`src/sdc_pkg.sv`:
```
/*
 * sdc_pkg: constants, register map and carrier types of the synthesizer
 * divider chain.
 * Assumes a single core clock and a plain address/strobe register port.
 */
package sdc_pkg;

    // ------------------------------------------------------------
    // widths
    // ------------------------------------------------------------
    localparam int SDC_ADDR_W = 8;
    localparam int SDC_DATA_W = 32;
    localparam int SDC_FB_INT_W = 11;
    localparam int SDC_FB_FRAC_W = 32;
    localparam int SDC_FB_W = SDC_FB_INT_W + SDC_FB_FRAC_W;
    localparam int SDC_HS_W = 11;
    localparam int SDC_LS_W = 3;
    localparam int SDC_LS_CNT_W = 5;

    // ------------------------------------------------------------
    // register byte addresses
    // ------------------------------------------------------------
    localparam logic [SDC_ADDR_W-1:0] SDC_OFS_FB_FRAC = 8'h00;
    localparam logic [SDC_ADDR_W-1:0] SDC_OFS_FB_INT = 8'h04;
    localparam logic [SDC_ADDR_W-1:0] SDC_OFS_HS = 8'h08;
    localparam logic [SDC_ADDR_W-1:0] SDC_OFS_LS = 8'h0C;
    localparam logic [SDC_ADDR_W-1:0] SDC_OFS_CTRL = 8'h10;
    localparam logic [SDC_ADDR_W-1:0] SDC_OFS_ACT_DIV = 8'h14;
    localparam logic [SDC_ADDR_W-1:0] SDC_OFS_ACT_INT = 8'h18;
    localparam logic [SDC_ADDR_W-1:0] SDC_OFS_ACT_FRAC = 8'h1C;

    // ------------------------------------------------------------
    // field positions
    // ------------------------------------------------------------
    localparam int SDC_CTRL_APPLY_BIT = 0;
    localparam int SDC_CTRL_PEND_BIT = 1;
    localparam int SDC_ACT_LS_LSB = 16;
    localparam int SDC_ACT_CLK_BIT = 24;

    // ------------------------------------------------------------
    // reset values: 60.0 feedback, output divide 68 x 1
    // ------------------------------------------------------------
    localparam logic [SDC_FB_INT_W-1:0] SDC_FB_INT_RST = 11'h03C;
    localparam logic [SDC_FB_FRAC_W-1:0] SDC_FB_FRAC_RST = 32'h00000000;
    localparam logic [SDC_HS_W-1:0] SDC_HS_RST = 11'h044;
    localparam logic [SDC_LS_W-1:0] SDC_LS_RST = 3'h0;
    localparam logic [SDC_LS_W-1:0] SDC_LS_MAX = 3'h5;

    // ------------------------------------------------------------
    // carrier: one complete divider setting
    // ------------------------------------------------------------
    typedef struct packed {
        logic [SDC_FB_INT_W-1:0] feedback_integer_part;
        logic [SDC_FB_FRAC_W-1:0] feedback_fraction_part;
        logic [SDC_HS_W-1:0] high_speed_output_divider;
        logic [SDC_LS_W-1:0] low_speed_pow2_divider;
    } sdc_div_set_t;

    localparam sdc_div_set_t SDC_DIV_SET_RST = '{
        feedback_integer_part: SDC_FB_INT_RST,
        feedback_fraction_part: SDC_FB_FRAC_RST,
        high_speed_output_divider: SDC_HS_RST,
        low_speed_pow2_divider: SDC_LS_RST
    };

endpackage

```
`src/sdc_divider_chain.sv`:
```
/*
 * sdc_divider_chain: programmable divider chain of a fractional
 * synthesizer: fractional feedback sets a scaled digital VCO, then a
 * high-speed integer and a low-speed power-of-two divider.
 * Assumes the core clock stands for the crystal reference and the VCO is
 * scaled down by 2**(VCO_SHIFT+1) so that its half-periods fit the core clock.
 */
// The strobed register port and the address map are this design's own decisions.
`timescale 1ns/1ps
module sdc_divider_chain
    import sdc_pkg::*;
#(
    parameter int VCO_SHIFT = 11
)
(
    // clock and reset
    input wire logic CORE_CLK_I,
    input wire logic RSTN_I,
    // register port
    input wire logic [sdc_pkg::SDC_ADDR_W-1:0] REG_ADDR_I,
    input wire logic [sdc_pkg::SDC_DATA_W-1:0] REG_WDATA_I,
    input wire logic REG_WR_I,
    input wire logic REG_RD_I,
    output logic [sdc_pkg::SDC_DATA_W-1:0] REG_RDATA_O,
    // clocks out
    output logic VCO_TICK_O,
    output logic HS_CLK_O,
    output logic CLK_O
);
    import sdc_pkg::*;

    localparam int ACC_W = SDC_FB_FRAC_W + VCO_SHIFT;

    sdc_div_set_t shadow;
    sdc_div_set_t active;
    logic pending;
    logic [ACC_W-1:0] acc;
    logic half_tick;
    logic hs_clk;
    logic hs_clk_d;
    logic [SDC_LS_CNT_W-1:0] ls_cnt;

    // ------------------------------------------------------------
    // register decode
    // ------------------------------------------------------------
    wire wr_frac = REG_WR_I && (REG_ADDR_I == SDC_OFS_FB_FRAC);
    wire wr_int = REG_WR_I && (REG_ADDR_I == SDC_OFS_FB_INT);
    wire wr_hs = REG_WR_I && (REG_ADDR_I == SDC_OFS_HS);
    wire wr_ls = REG_WR_I && (REG_ADDR_I == SDC_OFS_LS);
    wire wr_ctrl = REG_WR_I && (REG_ADDR_I == SDC_OFS_CTRL);
    wire apply = wr_ctrl && REG_WDATA_I[SDC_CTRL_APPLY_BIT];
    wire shadow_wr = wr_frac || wr_int || wr_hs || wr_ls;

    sdc_div_set_t next_shadow;
    always_comb
    begin
        next_shadow = shadow;
        if (wr_frac)
            next_shadow.feedback_fraction_part = REG_WDATA_I;
        if (wr_int)
            next_shadow.feedback_integer_part = REG_WDATA_I[SDC_FB_INT_W-1:0];
        if (wr_hs)
            next_shadow.high_speed_output_divider = REG_WDATA_I[SDC_HS_W-1:0];
        if (wr_ls)
            next_shadow.low_speed_pow2_divider = REG_WDATA_I[SDC_LS_W-1:0];
    end

    // apply copies the whole shadow set, including a write in the same cycle
    wire sdc_div_set_t next_active = apply ? next_shadow : active;
    // a shadow write leaves the set pending until applied
    wire next_pending = apply ? 1'b0 : (shadow_wr ? 1'b1 : pending);

    wire [SDC_DATA_W-1:0] rd_ctrl = SDC_DATA_W'({pending, 1'b0});
    wire [SDC_DATA_W-1:0] rd_act_div = SDC_DATA_W'({CLK_O,
        5'h00, active.low_speed_pow2_divider, 5'h00, active.high_speed_output_divider});
    wire [SDC_DATA_W-1:0] rd_mux =
        (REG_ADDR_I == SDC_OFS_FB_FRAC) ? shadow.feedback_fraction_part :
        (REG_ADDR_I == SDC_OFS_FB_INT) ? SDC_DATA_W'(shadow.feedback_integer_part) :
        (REG_ADDR_I == SDC_OFS_HS) ? SDC_DATA_W'(shadow.high_speed_output_divider) :
        (REG_ADDR_I == SDC_OFS_LS) ? SDC_DATA_W'(shadow.low_speed_pow2_divider) :
        (REG_ADDR_I == SDC_OFS_CTRL) ? rd_ctrl :
        (REG_ADDR_I == SDC_OFS_ACT_DIV) ? rd_act_div :
        (REG_ADDR_I == SDC_OFS_ACT_INT) ? SDC_DATA_W'(active.feedback_integer_part) :
        (REG_ADDR_I == SDC_OFS_ACT_FRAC) ? active.feedback_fraction_part :
        '0;
    wire [SDC_DATA_W-1:0] next_rdata = REG_RD_I ? rd_mux : '0;

    always_ff @(posedge CORE_CLK_I or negedge RSTN_I)
    begin
        if (!RSTN_I)
        begin
            shadow <= SDC_DIV_SET_RST;
            active <= SDC_DIV_SET_RST;
            pending <= 1'b0;
            REG_RDATA_O <= '0;
        end
        else
        begin
            shadow <= next_shadow;
            active <= next_active;
            pending <= next_pending;
            REG_RDATA_O <= next_rdata;
        end
    end

    // ------------------------------------------------------------
    // scaled digital VCO: phase accumulator adds the 11.32 value
    // ------------------------------------------------------------
    wire [SDC_FB_W-1:0] fb_value = {active.feedback_integer_part,
        active.feedback_fraction_part};
    wire [ACC_W:0] acc_sum = {1'b0, acc} + (ACC_W+1)'(fb_value);
    wire next_half_tick = acc_sum[ACC_W];

    always_ff @(posedge CORE_CLK_I or negedge RSTN_I)
    begin
        if (!RSTN_I)
        begin
            acc <= '0;
            half_tick <= 1'b0;
            VCO_TICK_O <= 1'b0;
        end
        else
        begin
            acc <= acc_sum[ACC_W-1:0];
            half_tick <= next_half_tick;
            VCO_TICK_O <= next_half_tick;
        end
    end

    // ------------------------------------------------------------
    // high-speed divider
    // ------------------------------------------------------------
    sdc_hs_div #(
        .HS_W(SDC_HS_W)
    ) u_hs_div (
        .clk_i(CORE_CLK_I),
        .rstn_i(RSTN_I),
        .half_tick_i(half_tick),
        .ratio_i(active.high_speed_output_divider),
        .clk_o(hs_clk)
    );

    // ------------------------------------------------------------
    // low-speed power-of-two divider
    // ------------------------------------------------------------
    wire [SDC_LS_W-1:0] ls_eff = (active.low_speed_pow2_divider > SDC_LS_MAX) ?
        SDC_LS_MAX : active.low_speed_pow2_divider;
    wire hs_rise = hs_clk && !hs_clk_d;
    wire [SDC_LS_CNT_W-1:0] next_ls_cnt = hs_rise ? ls_cnt + SDC_LS_CNT_W'(1) : ls_cnt;
    wire [SDC_LS_W-1:0] ls_sel = ls_eff - SDC_LS_W'(1);
    // counter bit k toggles every 2**k rising edges: divide by 2**(k+1)
    wire next_clk = (ls_eff == '0) ? hs_clk : next_ls_cnt[ls_sel];

    always_ff @(posedge CORE_CLK_I or negedge RSTN_I)
    begin
        if (!RSTN_I)
        begin
            hs_clk_d <= 1'b0;
            ls_cnt <= '0;
            HS_CLK_O <= 1'b0;
            CLK_O <= 1'b0;
        end
        else
        begin
            hs_clk_d <= hs_clk;
            ls_cnt <= next_ls_cnt;
            HS_CLK_O <= hs_clk;
            CLK_O <= next_clk;
        end
    end

endmodule

```
`src/sdc_hs_div.sv`:
```
/*
 * sdc_hs_div: high-speed integer divider counting VCO half-periods.
 * Assumes half_tick_i is a one-cycle pulse per VCO half-period.
 */
`timescale 1ns/1ps
module sdc_hs_div
#(
    parameter int HS_W = 11
)
(
    // clock and reset
    input wire logic clk_i,
    input wire logic rstn_i,
    // control
    input wire logic half_tick_i,
    input wire logic [HS_W-1:0] ratio_i,
    // output
    output logic clk_o
);

    logic [HS_W-1:0] cnt;
    logic [HS_W-1:0] next_cnt;
    logic wrap;

    // ------------------------------------------------------------
    // high for ratio half-periods, low for ratio: 50% even when odd
    // ------------------------------------------------------------
    assign wrap = half_tick_i && (cnt >= ratio_i - HS_W'(1));
    assign next_cnt = wrap ? '0 : (half_tick_i ? cnt + HS_W'(1) : cnt);

    always_ff @(posedge clk_i or negedge rstn_i)
    begin
        if (!rstn_i)
        begin
            cnt <= '0;
            clk_o <= 1'b0;
        end
        else
        begin
            cnt <= next_cnt;
            clk_o <= wrap ? !clk_o : clk_o;
        end
    end

endmodule

```
`config.mk`:
```
export PLATFORM = sky130hd
export DESIGN_NAME = sdc_divider_chain
export DESIGN_NICKNAME = d
export VERILOG_FILES = /design/src/sdc_pkg.sv /design/src/sdc_divider_chain.sv /design/src/sdc_hs_div.sv
export SDC_FILE = /design/constraint.sdc
export NUM_CORES = 1
export LEC_CHECK = 0
export ABC_AREA = 1
export BUFFER_PORTS_ARGS = -buffer_cell sky130_fd_sc_hd__buf_2
export CAP_MARGIN = 0
export CORE_ASPECT_RATIO = 0.9
export CORE_MARGIN = 3
export CORE_UTILIZATION = 34
export DETAILED_ROUTE_END_ITERATION = 7
export REMOVE_ABC_BUFFERS = 1
export SYNTH_ARGS = -nofsm -noshare
export SYNTH_HDL_FRONTEND = slang
export SYNTH_SLANG_ARGS = --single-unit
```
`constraint.sdc`:
```
create_clock -name CORE_CLK_I -period 7.5 [get_ports CORE_CLK_I]
set_input_delay 1.5 -clock CORE_CLK_I [delete_from_list [all_inputs] [get_ports CORE_CLK_I]]
set_output_delay 1.5 -clock CORE_CLK_I [all_outputs]
set_load 0.05 [all_outputs]
```
# Yosys cells after proc, flatten, opt, wreduce, memory -nomap -nowiden

Index checks and enable logic that the tools add are counted.

Input bits: 44
Word-level logic and storage cells: 71
Register bits after elaboration: 210

Eq/ne operators: 7
Mux-type cells: 22
$lt $le $gt $ge: 3
Add/sub/neg operators: 5
Reductions and logical operators: 17

Operator list:

| kind                                                 | number |
|---|---|
| two-way mux 32 bit                                   | 10 |
| adder 43 x 43 -> 44 bit                              | 1 |
| two-way mux 11 bit                                   | 4 |
| equality test 8 x 5 -> 1 bit (second input constant) | 4 |
| equality test 8 x 4 -> 1 bit (second input constant) | 2 |
| adder 11 x 1 -> 11 bit (second input constant)       | 1 |
| greater-or-equal comparator 11 bit                   | 1 |
| subtractor 11 x 1 -> 11 bit (second input constant)  | 1 |
| equality test 8 x 3 -> 1 bit (second input constant) | 1 |
| logical AND 1 bit                                    | 8 |
| logical NOT 8 bit                                    | 1 |
| two-way mux 3 bit                                    | 2 |
| adder 5 x 1 -> 5 bit (second input constant)         | 1 |
| two-way mux 5 bit                                    | 1 |
| < comparator 3 x 4 -> 1 bit (second input constant)  | 1 |
| two-way mux 1 bit                                    | 4 |
| nonzero test 2 bit                                   | 2 |
| binary-select mux 1 bit (select 3 bit)               | 1 |
| > comparator 3 bit (second input constant)           | 1 |
| logical NOT 3 bit                                    | 1 |
| logical OR 1 bit                                     | 3 |
| subtractor 3 x 1 -> 3 bit (second input constant)    | 1 |
| logical NOT 1 bit                                    | 2 |

# Depth between registers and ports, before layout

Gate-level depths: netlist of run 1.

Word-level depth: 10
Depth in mapped cells: 17
Mapped depth without buffers: 17

# By module

Synthesis of run 1 repeated with hierarchy kept, for this count alone.

Cell total of the unflattened synthesis: 1624
Area total of the unflattened synthesis: 12106.6 sq um

Modules (own cells, without submodules):

| module            | seq. area each (sq um) | instances | area each (sq um) | cells an instance |
|---|---|---|---|---|
| sdc_divider_chain | 4969.8                 | 1         | 10953.0           | 1453 |
| sdc_hs_div        | 300.3                  | 1         | 1153.6            | 171 |

# Worst setup path before layout of run 1

Ideal clock, no wire load.

Kind: input port to flip-flop
Start point: in REG_ADDR_I[0] (netlist name)
End point: reg, netlist name active[52]
Data required time: 7.368 ns
Data arrival time: 2.611 ns
Slack: 4.757 ns
Buffers on the path: 2
Library setup time: 0.132 ns
Cell stages on the path: 10
Cell sequence: inv_1 nand2_2 nor3_4 nand2_1 nor3_4 inv_2 buf_2 buf_6 nand2_1 o21ai_1

Cells in the longest elaborated chain, start to end: 3
Elaborated cells on any way between the ends: 6
Classes of those cells: eq/ne: 2; mux: 1; reduce/logical: 3

Ends and longest elaborated chain:

| element                                                                             | RTL line                                         | RTL |
|---|---|---|
| from (decl)                                                                         | sdc_divider_chain.sv:20                          | `input wire logic [sdc_pkg::SDC_ADDR_W-1:0] REG_ADDR_I,` |
| equality test 8 x 3 -> 1 bit / equality test 8 x 5 -> 1 bit (equally long branches) | sdc_divider_chain.sv:47, sdc_divider_chain.sv:50 |  |
| logical AND 1 bit, on equally long branches                                         | sdc_divider_chain.sv:47, sdc_divider_chain.sv:50 |  |
| two-way mux 11 bit / logical AND 1 bit (equally long branches)                      | sdc_divider_chain.sv:60, sdc_divider_chain.sv:51 |  |

Several ways; a longest one is shown, not always the timed one.
A chain may end at the register's enable or synchronous reset.

# Worst setup path in the final report of run 1

Start point: reg active[3] (netlist name)
End point: reg u_hs_div.cnt[9]

Cells in the longest elaborated chain, start to end: 4
Elaborated cells on any way between the ends: 5
Classes of those cells: add/sub: 1; order compare: 1; mux: 1; reduce/logical: 2

Ends and longest elaborated chain:

| element                                                         | RTL line                 | RTL |
|---|---|---|
| from (decl)                                                     | sdc_divider_chain.sv:35  | `sdc_div_set_t active;` |
| from (signal assigned)                                          | sdc_divider_chain.sv:100 | `active <= next_active;` |
| subtractor 11 x 1 -> 11 bit *                                   | sdc_hs_div.sv:28         | `assign wrap = half_tick_i && (cnt >= ratio_i - HS_W'(1));` |
| greater-or-equal comparator 11 bit *                            | sdc_hs_div.sv:28         |  |
| logical AND 1 bit *                                             | sdc_hs_div.sv:28         |  |
| two-way mux 11 bit / nonzero test 2 bit (equally long branches) | n/a                      |  |
| to (signal assigned)                                            | sdc_hs_div.sv:40         | `cnt <= next_cnt;` |
| to (decl)                                                       | sdc_hs_div.sv:21         | `logic [HS_W-1:0] cnt;` |

Mark *: on every way between the ends. The rest lies on a longest branch, timed or not.

==> results.md, run 1 <==
- The critical path capture point type is a flop.
- The die span in y is 184 microns.
- The total area of multi-input combinational cells is 0.00566 sq mm.
- The total of warnings raised by yosys is 0.
- IR analysis of the VDD net gives a maximum drop of 0.176 mV.
- The final routed wirelength across all metal layers is 34.1 mm.
- The detailed-route vias per instance is 4.87.
- The share of the clock period used by the worst path after layout is 47.5%.
- The flow ran to the end, and the final reports show no timing, DRC or antenna violations.
- Leaving out fill and tap cells, the most frequent cells in the layout are nand2_1, inv_1, dfrtp_1, o21ai_0, nor2_1.
- At the worst endpoint, the required time is 7.89 ns.
- In the final layout, the share of cells above drive strength 1 is 11.5%.
- Detailed placement finished with a half-perimeter wire length of 25.7 mm.
- The number of cells upsized or downsized after cts is 0.
- The first-pass GRT wire length is 54.5 mm.
- The TritonCTS clock tree is built.
- Fill cells in the final layout number 3,543.
- For this design the ratio of total power to cell area is 197 mW/mm^2.
- The final critical delay including setup and external delays is 3.56 ns.
- The initial antenna violation count came to 0.
- The via count of the first global-routing pass came to 10,200.
- The floorplan has 64 rows.
- During placement, the flow inserted port buffers numbering 78.
- The mean instance size in the synthesized netlist is 7.52 sq um.
- The number of hold buffers added after CTS was 0.
- For this run, global-route usage on met1 was measured as 25.4%.
- Once placement finished, the instance area stood at 0.0128 sq mm.
- The end point of the critical path is u_hs_div.cnt[9]$_DFFE_PN0P_.
- The tree is rooted in a clkbuf_16.
- The global routing stage identified its most utilized layer as met2.
- The placer's final routability congestion estimate is 0.924.
- In this run the register-to-register setup slack is 3.94 ns.
- Across all layers, the routed design uses 10,500 vias.
- The die is 204 microns wide.
- The final net count is 1,774.
- The met2 track utilization from global routing is 29.8%.
- The total I/O pin count is 79.
- The area of the die is 0.0375 sq mm.
- The cell type of the slowest stage on the worst timing path is a21oi_1.
- The area added between synthesis and finish is 14.3%.
- The final sum of negative setup slack is 0 ns.
- The number of CTS-inserted buffers is 25.
- STA puts the critical path data arrival time at 3.95 ns.
- For this run the aggregate overflow at the end of global routing stands at 0.
- The largest stage delay on the critical path is 0.81 ns.
- The longest clock path from root to sink contains 3 buffers.
- The violation count after the first detailed-routing iteration is 644.
- Across every metal layer, demand over resource in global routing totals 18.1%.
- In this run the critical register-to-register path is captured at u_hs_div.cnt[9]$_DFFE_PN0P_.
- Max-cap violations in this run came to 0.
- Once the floorplan was initialized, standard cells occupied 34.9% of the core.
- The clock drives 210 sinks.
- Static timing analysis puts the maximum clock frequency at 281 MHz.
- Setup repair after global routing left no endpoint under its margin.
- In this run the standard cell core region covers 0.0344 sq mm.
- The final-report hold violation count is 0.
- After synthesis the netlist holds a flip-flop and latch count of 210.
- The total of endpoints with negative setup slack in the final report is 0.
- The startpoint identified for the worst register-to-register timing path is active[3]$_DFFE_PN0P_.
- The number of unique standard cell types used by synthesis is 40.
- The number of slew-limit violations in the final report is 0.
- Post-CTS timing repair inserted 0 buffers for setup.
- The class of the worst hold path is reg -> reg.
- Leaving out fill and tap cells, the most frequent cell in the layout is nand2_1.
- The normalized max-slew margin is 33.6%.
- After technology mapping, the gate count stands at 1,593.
- The dominant synthesized flop cell is dfrtp_1.
- The fraction of the yosys area taken by sequential cells is 44.0%.
- The timing startpoint of the critical path is active[3]$_DFFE_PN0P_.
- The sequential cell area is 0.00527 sq mm.
- The analysis attributes to cell leakage a power of 7.58 nW.
- The average wire per cell in the routed design is 15.8 microns.
- The setup path with the least slack is of type reg -> reg.
- Measured in cells, the most critical reg-to-reg path has a length of 13.
- The clock edge transition at the registers on the reported setup and hold paths is 0.06 ns.
- For this run, design rule violations remaining after detail routing come to 0.
- Clock latency on the worst-skew pair, taken at its later pin, is 0.55 ns.
- In this run the number of H-tree levels came out at 1.
- The pin count of the biggest net entering global routing is 75.
- The first detailed-routing pass ran for 5 iterations.
- The cell area after synthesis is 0.0120 sq mm.
- The largest fanout on the critical path is 11.
- The number of antenna diodes in the final layout is 0.
- The fraction of met3 tracks used by global routing is 2.62%.
- In the synthesized netlist the async set-or-reset flop fraction comes to 100%.
- The startpoint class of the critical path is a flop.
- In this design, the critical path's most frequently occurring cell is nand3_1.
- Traced cell by cell, the critical path runs through inv_1 > ha_1 > nand3_1 > nor3_1 > nand2_1 > nor2_1 > nand3_1 > xor2_1 > ha_1 > nand3_1 > or3_1 > a21oi_1 > nor2_1.
- The count of flip-flops with a built-in enable after synthesis is 0.
- The setup skew after layout is 0.0104 ns.
- After routing the design area is 0.0137 sq mm.
- The post-detailed-route count of antenna-violating nets is 0.
- At the pin with the least slew margin, the transition time is 0.996 ns.
## flip-flops by register name, indices dropped and copies added (netlist names)
register / count
shadow: 57
u_hs_div.clk_o: 1
acc: 43
half_tick: 1
REG_RDATA_O: 32
u_hs_div.cnt: 11
HS_CLK_O: 1
active: 57
ls_cnt: 5
CLK_O: 1
pending: 1
## metrics by stage
step | util (%) | worst slack, ns | power (mW) | hold WS, ns | cells
after global routing | 39.9 | 3.53 | 2.82 | 0.485 | 2151
after CTS | 39.9 | 3.85 | 2.73 | 0.467 | 2151
after detailed placement | 37.4 | 3.49 | 1.47 | 0.452 | 2105
after global placement | 37.4 | 3.63 | 1.47 | 0.453 | 2105
final | 39.9 | 3.94 | 2.70 | 0.466 | 2151
after floorplan | - | 4.29 | 1.38 | 0.414 | 1560
## critical path, delay by kind of cell, from the launching register on
family / cells / cell delay (ns)
flops: 1 / 0.38
compound gates: 1 / 0.81
simple gates: 8 / 1.37
xor+xnor: 1 / 0.15
fa+ha+maj: 2 / 0.53
buf+inv: 1 / 0.15
## how the worst min path moves through the flow
stage / endpoint / startpoint / depth (start not counted)
floorplan: HS_CLK_O$_DFF_PN0_ / u_hs_div.clk_o$_DFFE_PN0P_ / 0
global placement: acc[0]$_DFF_PN0_ / acc[0]$_DFF_PN0_ / 1
detailed placement: HS_CLK_O$_DFF_PN0_ / u_hs_div.clk_o$_DFFE_PN0P_ / 0
CTS: HS_CLK_O$_DFF_PN0_ / u_hs_div.clk_o$_DFFE_PN0P_ / 0
global route: HS_CLK_O$_DFF_PN0_ / u_hs_div.clk_o$_DFFE_PN0P_ / 0
finish: HS_CLK_O$_DFF_PN0_ / u_hs_div.clk_o$_DFFE_PN0P_ / 0
## report_power, final
group | switching (mW) | internal, mW | total, mW | leakage, nW
clock | 0.497 | 0.747 | 1.24 | 0.431
sequential | 0.0253 | 1.19 | 1.22 | 2.81
combinational | 0.149 | 0.0870 | 0.236 | 4.34
## synthesized netlist by cell type (all sizes together) (2+ instances only)
master | n | area (sq um)
o21a | 2 | 15.0
ha | 59 | 738
clkbuf | 19 | 72.6
inv | 236 | 886
dfrtp | 198 | 4950
buf | 14 | 82.6
xor2 | 36 | 315
o21ai | 158 | 795
xnor2 | 5 | 43.8
a31oi | 3 | 18.8
dfstp | 12 | 315
a21oi | 98 | 490
or2 | 44 | 275
a211oi | 2 | 15.0
a21boi | 6 | 45.0
nor2 | 116 | 448
nor3 | 16 | 113
o21bai | 5 | 37.5
nand4 | 18 | 113
o221ai | 9 | 78.8
nand3 | 57 | 285
clkinv | 2 | 7.51
nand2 | 471 | 1770
## per-layer routing
metal,routed length [microns],vias to the layer above,part of all wire [%]
li1,-,5217,-
met5,0,-,0
met3,1860,51,5.5
met2,15400,282,45
met1,16000,4919,47
met4,776,0,2.3
## cell families after synthesis
group | synth area share, %
buf+inv | 8.75
compound gates | 12.7
flops | 44.0
xor+xnor | 3.00
simple gates | 25.3
fa+ha+maj | 6.33
## final cells by class
type | count | share of cell area (%)
multi-input combinational | 1112 | 41.3
inverter | 238 | 6.52
timing repair buffer | 83 | 3.20
clock inverter | 8 | 0.585
tap | 462 | 4.22
sequential | 210 | 38.5
clock buffer | 38 | 5.66
Note: power is estimated with default switching activity, not from simulation.
==> inputs of run 2 (changes only) <==
--- a/config.mk
+++ b/config.mk
@@ -5,7 +5,7 @@
 export SDC_FILE = /design/constraint.sdc
 export NUM_CORES = 1
 export LEC_CHECK = 0
-export ABC_AREA = 1
+export ABC_AREA = 0
 export BUFFER_PORTS_ARGS = -buffer_cell sky130_fd_sc_hd__buf_2
 export CAP_MARGIN = 0
 export CORE_ASPECT_RATIO = 0.9
==> constraint.sdc (replaced) <==
create_clock -name CORE_CLK_I -period 3.3 [get_ports CORE_CLK_I]
set_input_delay 0.66 -clock CORE_CLK_I [delete_from_list [all_inputs] [get_ports CORE_CLK_I]]
set_output_delay 0.66 -clock CORE_CLK_I [all_outputs]
set_load 0.05 [all_outputs]
==> results.md, run 2 <==
- The number of optimization iterations in the first detailed-route pass was 6 (was 5).
- The placer's final routability congestion estimate is 0.855 (was 0.924).
- The count of buffering cells on the critical path with inverters included is 0 (was 1).
- Status: completed (unchanged).
- The final routed wirelength across all metal layers was 27.1 mm (was 34.1 mm).
- The placement-stage worst setup slack came to 0.262 ns (was 3.49 ns).
- The final critical delay including setup and external delays came to 3.03 ns (was 3.56 ns).
- The first-pass GRT wire length is 43.3 mm (was 54.5 mm).
- The class of the worst hold path is in -> async (was reg -> reg).
- Crit-path cells: ha_1 > fa_1 > a211oi_1 > o21ai_1 > a21oi_1 > o31ai_2 > a31o_2 > a21oi_1 > nor3_1 > a221oi_1 (was inv_1 > ha_1 > nand3_1 > nor3_1 > nand2_1 > nor2_1 > nand3_1 > xor2_1 > ha_1 > nand3_1 > or3_1 > a21oi_1 > nor2_1).
- The via count of the first global-routing pass came to 7,984 (was 10,200).
- The area of the core region is 0.0320 sq mm (was 0.0344 sq mm).
- The number of slew-limit violations in the final report was 0 (unchanged).
- The leakage power figure is 6.28 nW (was 7.58 nW).
- The cell area after synthesis is 0.0111 sq mm (was 0.0120 sq mm).
- Unrepaired setup endpoints after global routing: false (unchanged).
- The clock edge transition at the registers on the reported setup and hold paths is 0.06 ns (about the same).
- The power per cell area is 448 mW/mm^2 (was 197 mW/mm^2).
- The logic depth of the worst setup path including buffers is 10 (was 13).
- The count of clock tree sinks was 210 (unchanged).
- The utilization after layout was 40.3% (was 39.9%).
- The data arrival time of the worst path is 3.45 ns (was 3.95 ns).
- The CTS root buffer is clkbuf_16 (unchanged).
- The post-synthesis instance total is 1,037 (was 1,593).
- The number of inserted diodes is 0 (unchanged).
- The initial core utilization was 34.7% (was 34.9%).
- The sequential cell area is 0.00527 sq mm (unchanged).
- Commonest non-fill, non-tap cells in the layout: dfrtp_1, nand2_1, mux2_2, a21oi_1, buf_2 (was nand2_1, inv_1, dfrtp_1, o21ai_0, nor2_1).
- The fmax is 330 MHz (was 281 MHz).
- The required time at the endpoint of the critical path was 3.72 ns (was 7.89 ns).
- The peak ir drop on the vdd network was 0.343 mV (was 0.176 mV).
- The overall die width was 197 microns (was 204 microns).
- The average wire per cell in the routed design is 17.4 microns (was 15.8 microns).
- The die span in y was 178 microns (was 184 microns).
- The count of filler cells inserted in the layout is 3,043 (was 3,543).
- The number of port buffers is 78 (unchanged).
- The number of storage elements in the synthesis netlist is 210 (unchanged).
- The depth of the worst register-to-register path is 10 (was 13).
- The post-detailed-route count of antenna-violating nets is 0 (unchanged).
- The cell type group with the largest total delay on the critical path is compound AO/OA/AOI/OAI gates (was simple AND/OR/NAND/NOR gates).
- The total grt overflow is 0 (unchanged).
- The total cell area at the placement stage came to 0.0121 sq mm (was 0.0128 sq mm).
- The final-report hold violation count is 0 (unchanged).
- The startpoint class of the critical path is a flop (unchanged).
- The final net count is 1,227 (was 1,774).
- The fraction of registers with async set or reset after synthesis is 100% (unchanged).
- The setup skew after layout came to 0.0144 ns (was 0.0104 ns).
- The total area of multi-input combinational cells was 0.00556 sq mm (was 0.00566 sq mm).
- The top cell type's share of synthesized area is 44.6% (was 41.4%).
- The initial antenna violation count is 0 (unchanged).
- The detailed-route vias per instance is 5.18 (was 4.87).
- The number of maximum-capacitance constraint violations is 0 (unchanged).
- The remaining routing DRC violations is 0 (unchanged).
- The cell repeated most along the worst path is a21oi_1 (was nand3_1).
- The dominant synthesized flop cell is dfrtp_1 (unchanged).
- The commonest non-fill, non-tap cell in the layout was dfrtp_1 (was nand2_1).
- The total via count after detailed routing is 8,061 (was 10,500).
- The cell type of the slowest stage on the worst timing path is fa_1 (was a21oi_1).
- The total of warnings raised by yosys is 0 (unchanged).
- The largest fanout on the critical path is 4 (was 11).
- The area of the die is 0.0349 sq mm (was 0.0375 sq mm).
- The cell type contributing the most total cell area after synthesis is dfrtp_1 (unchanged).
- The number of unique standard cell types used by synthesis was 78 (was 40).
- The standard-cell row count is 62 (was 64).
- The critical path capture point type is a flop (unchanged).
- The most numerous cell in the Yosys netlist is dfrtp_1 (was nand2_1).
- Largest registers ranked by flip-flop count: active (57), shadow (57), acc (43) (unchanged).
- The pin count of the biggest net entering global routing is 82 (was 75).
- The total power is 5.78 mW (was 2.70 mW).
- The number of levels the H-tree was split into came to 1 (unchanged).
- The fraction of the yosys area taken by sequential cells came to 47.4% (was 44.0%).
- The total of endpoints with negative setup slack in the final report came to 0 (unchanged).
- The total I/O pin count is 79 (unchanged).
- The final HPWL from detailed placement is 19.4 mm (was 25.7 mm).
- The count of flip-flops with a built-in enable after synthesis is 0 (unchanged).
- The clock latency on the worst-skew pair is 0.53 ns (was 0.55 ns).
- The share of cells above drive strength 1 came to 23.9% (was 11.5%).
- Ranking of synthesized cells by area: dfrtp_1, mux2_2, ha_1, nand2_1, a21oi_1 (was dfrtp_1, nand2_1, inv_1, ha_1, o21ai_0).
- The maximum buffer depth of the clock tree is 3 (unchanged).
- The largest stage delay on the critical path is 0.43 ns (was 0.81 ns).
- The number of CTS-inserted buffers was 24 (was 25).
- The post-route worst setup slack is 0.274 ns (was 3.94 ns).
- The number of buffers added to fix hold violations after cts is 0 (unchanged).
- The mean instance size in the synthesized netlist is 10.7 sq um (was 7.52 sq um).
- The cell area after layout is 0.0129 sq mm (was 0.0137 sq mm).
- Commonest cells post-synth: dfrtp_1, nand2_1, mux2_2, a21oi_1, ha_1 (was nand2_1, inv_1, dfrtp_1, o21ai_0, nor2_1).
- The violation count after the first detailed-routing iteration came to 399 (was 644).
- The TritonCTS clock tree is built (unchanged).
- The slew of the pin with the lowest slew margin came to 0.635 ns (was 0.996 ns).
- The critical path class is reg -> reg (unchanged).
- The overall fraction of global-route tracks in use is 15.3% (was 18.1%).
- The share of the clock period used by the worst path after layout is 91.7% (was 47.5%).
- The area added between synthesis and finish was 16.0% (was 14.3%).
- The normalized max-slew margin came to 56.6% (was 33.6%).
run 2: cell count changes after synthesis, moves of 20 or more:
cell / delta
nand2_1: -351
inv_1: -205
mux2_2: +95
o21ai_0: -88
nor2_1: -67
or2_2: -42
nand3_1: -39
xnor2_1: +35
o21ai_1: -32
a22oi_1: +26
nor2b_1: +22
a21oi_1: -21
xor2_1: -20
run 2: metal layers:
layer	share of wire, %	GRT usage, %
met1	49	22.2
met2	46	24.6
met3	3.3	2.15
met4	1.9	3.09
met5	0	0
run 2: worst paths after layout:
path                                              from                   end  slack, ns
worst min register to register        acc[0]$_DFF_PN0_      acc[0]$_DFF_PN0_       0.47
min in group CORE_CLK_I                REG_WDATA_I[27]  shadow[41]$_DFF_PN0_       0.39
max in group asynchronous                       RSTN_I     acc[27]$_DFF_PN0_       2.36
worst max-delay path            active[14]$_DFFE_PN0P_     acc[42]$_DFF_PN0_       0.27
worst min-delay path                            RSTN_I   ls_cnt[2]$_DFF_PN0_       0.14
worst max register to register  active[14]$_DFFE_PN0P_     acc[42]$_DFF_PN0_       0.27
run 2: area by class of cell:
| cell class | instances | share of cell area (%) |
|---|---|---|
| multi-input combinational | 757 | 43.1 |
| clock inverter | 14 | 0.922 |
| sequential | 210 | 40.9 |
| clock buffer | 30 | 5.38 |
| tap | 416 | 4.04 |
| inverter | 30 | 0.873 |
| timing repair buffer | 100 | 4.77 |
run 2: cells by family after synthesis:
group	synth area share [%]
adder cells (fa/ha/maj)	6.82
buffers and inverters	2.59
AND/OR/NAND/NOR	12.3
XOR/XNOR	4.41
flip-flops	47.4
multiplexers	12.0
AO/OA/AOI/OAI	14.5
run 2: per-stage QoR:
stage	cells	TNS, ns	hold slack, ns
floorplan	997	-7.81	0.364
global placement	1512	0	0.453
detailed placement	1512	0	0.461
CTS	1556	0	0.156
global route	1557	0	0.174
finish	1557	0	0.138
run 2: power breakdown:
group / leakage [nW] / total (mW) / switching [mW] / internal (mW)
Sequential: 2.84 / 2.69 / 0.0353 / 2.65
Combinational: 3.03 / 0.386 / 0.241 / 0.145
Clock: 0.403 / 2.71 / 1.13 / 1.58
Total: 6.28 / 5.78 / 1.40 / 4.38
run 2: timing repair:
item / 4_1_cts / 5_1_grt
gates resized for setup: 0 / 1
setup buffers: 0 / 1
endpoints found under the setup margin: 0 / 9
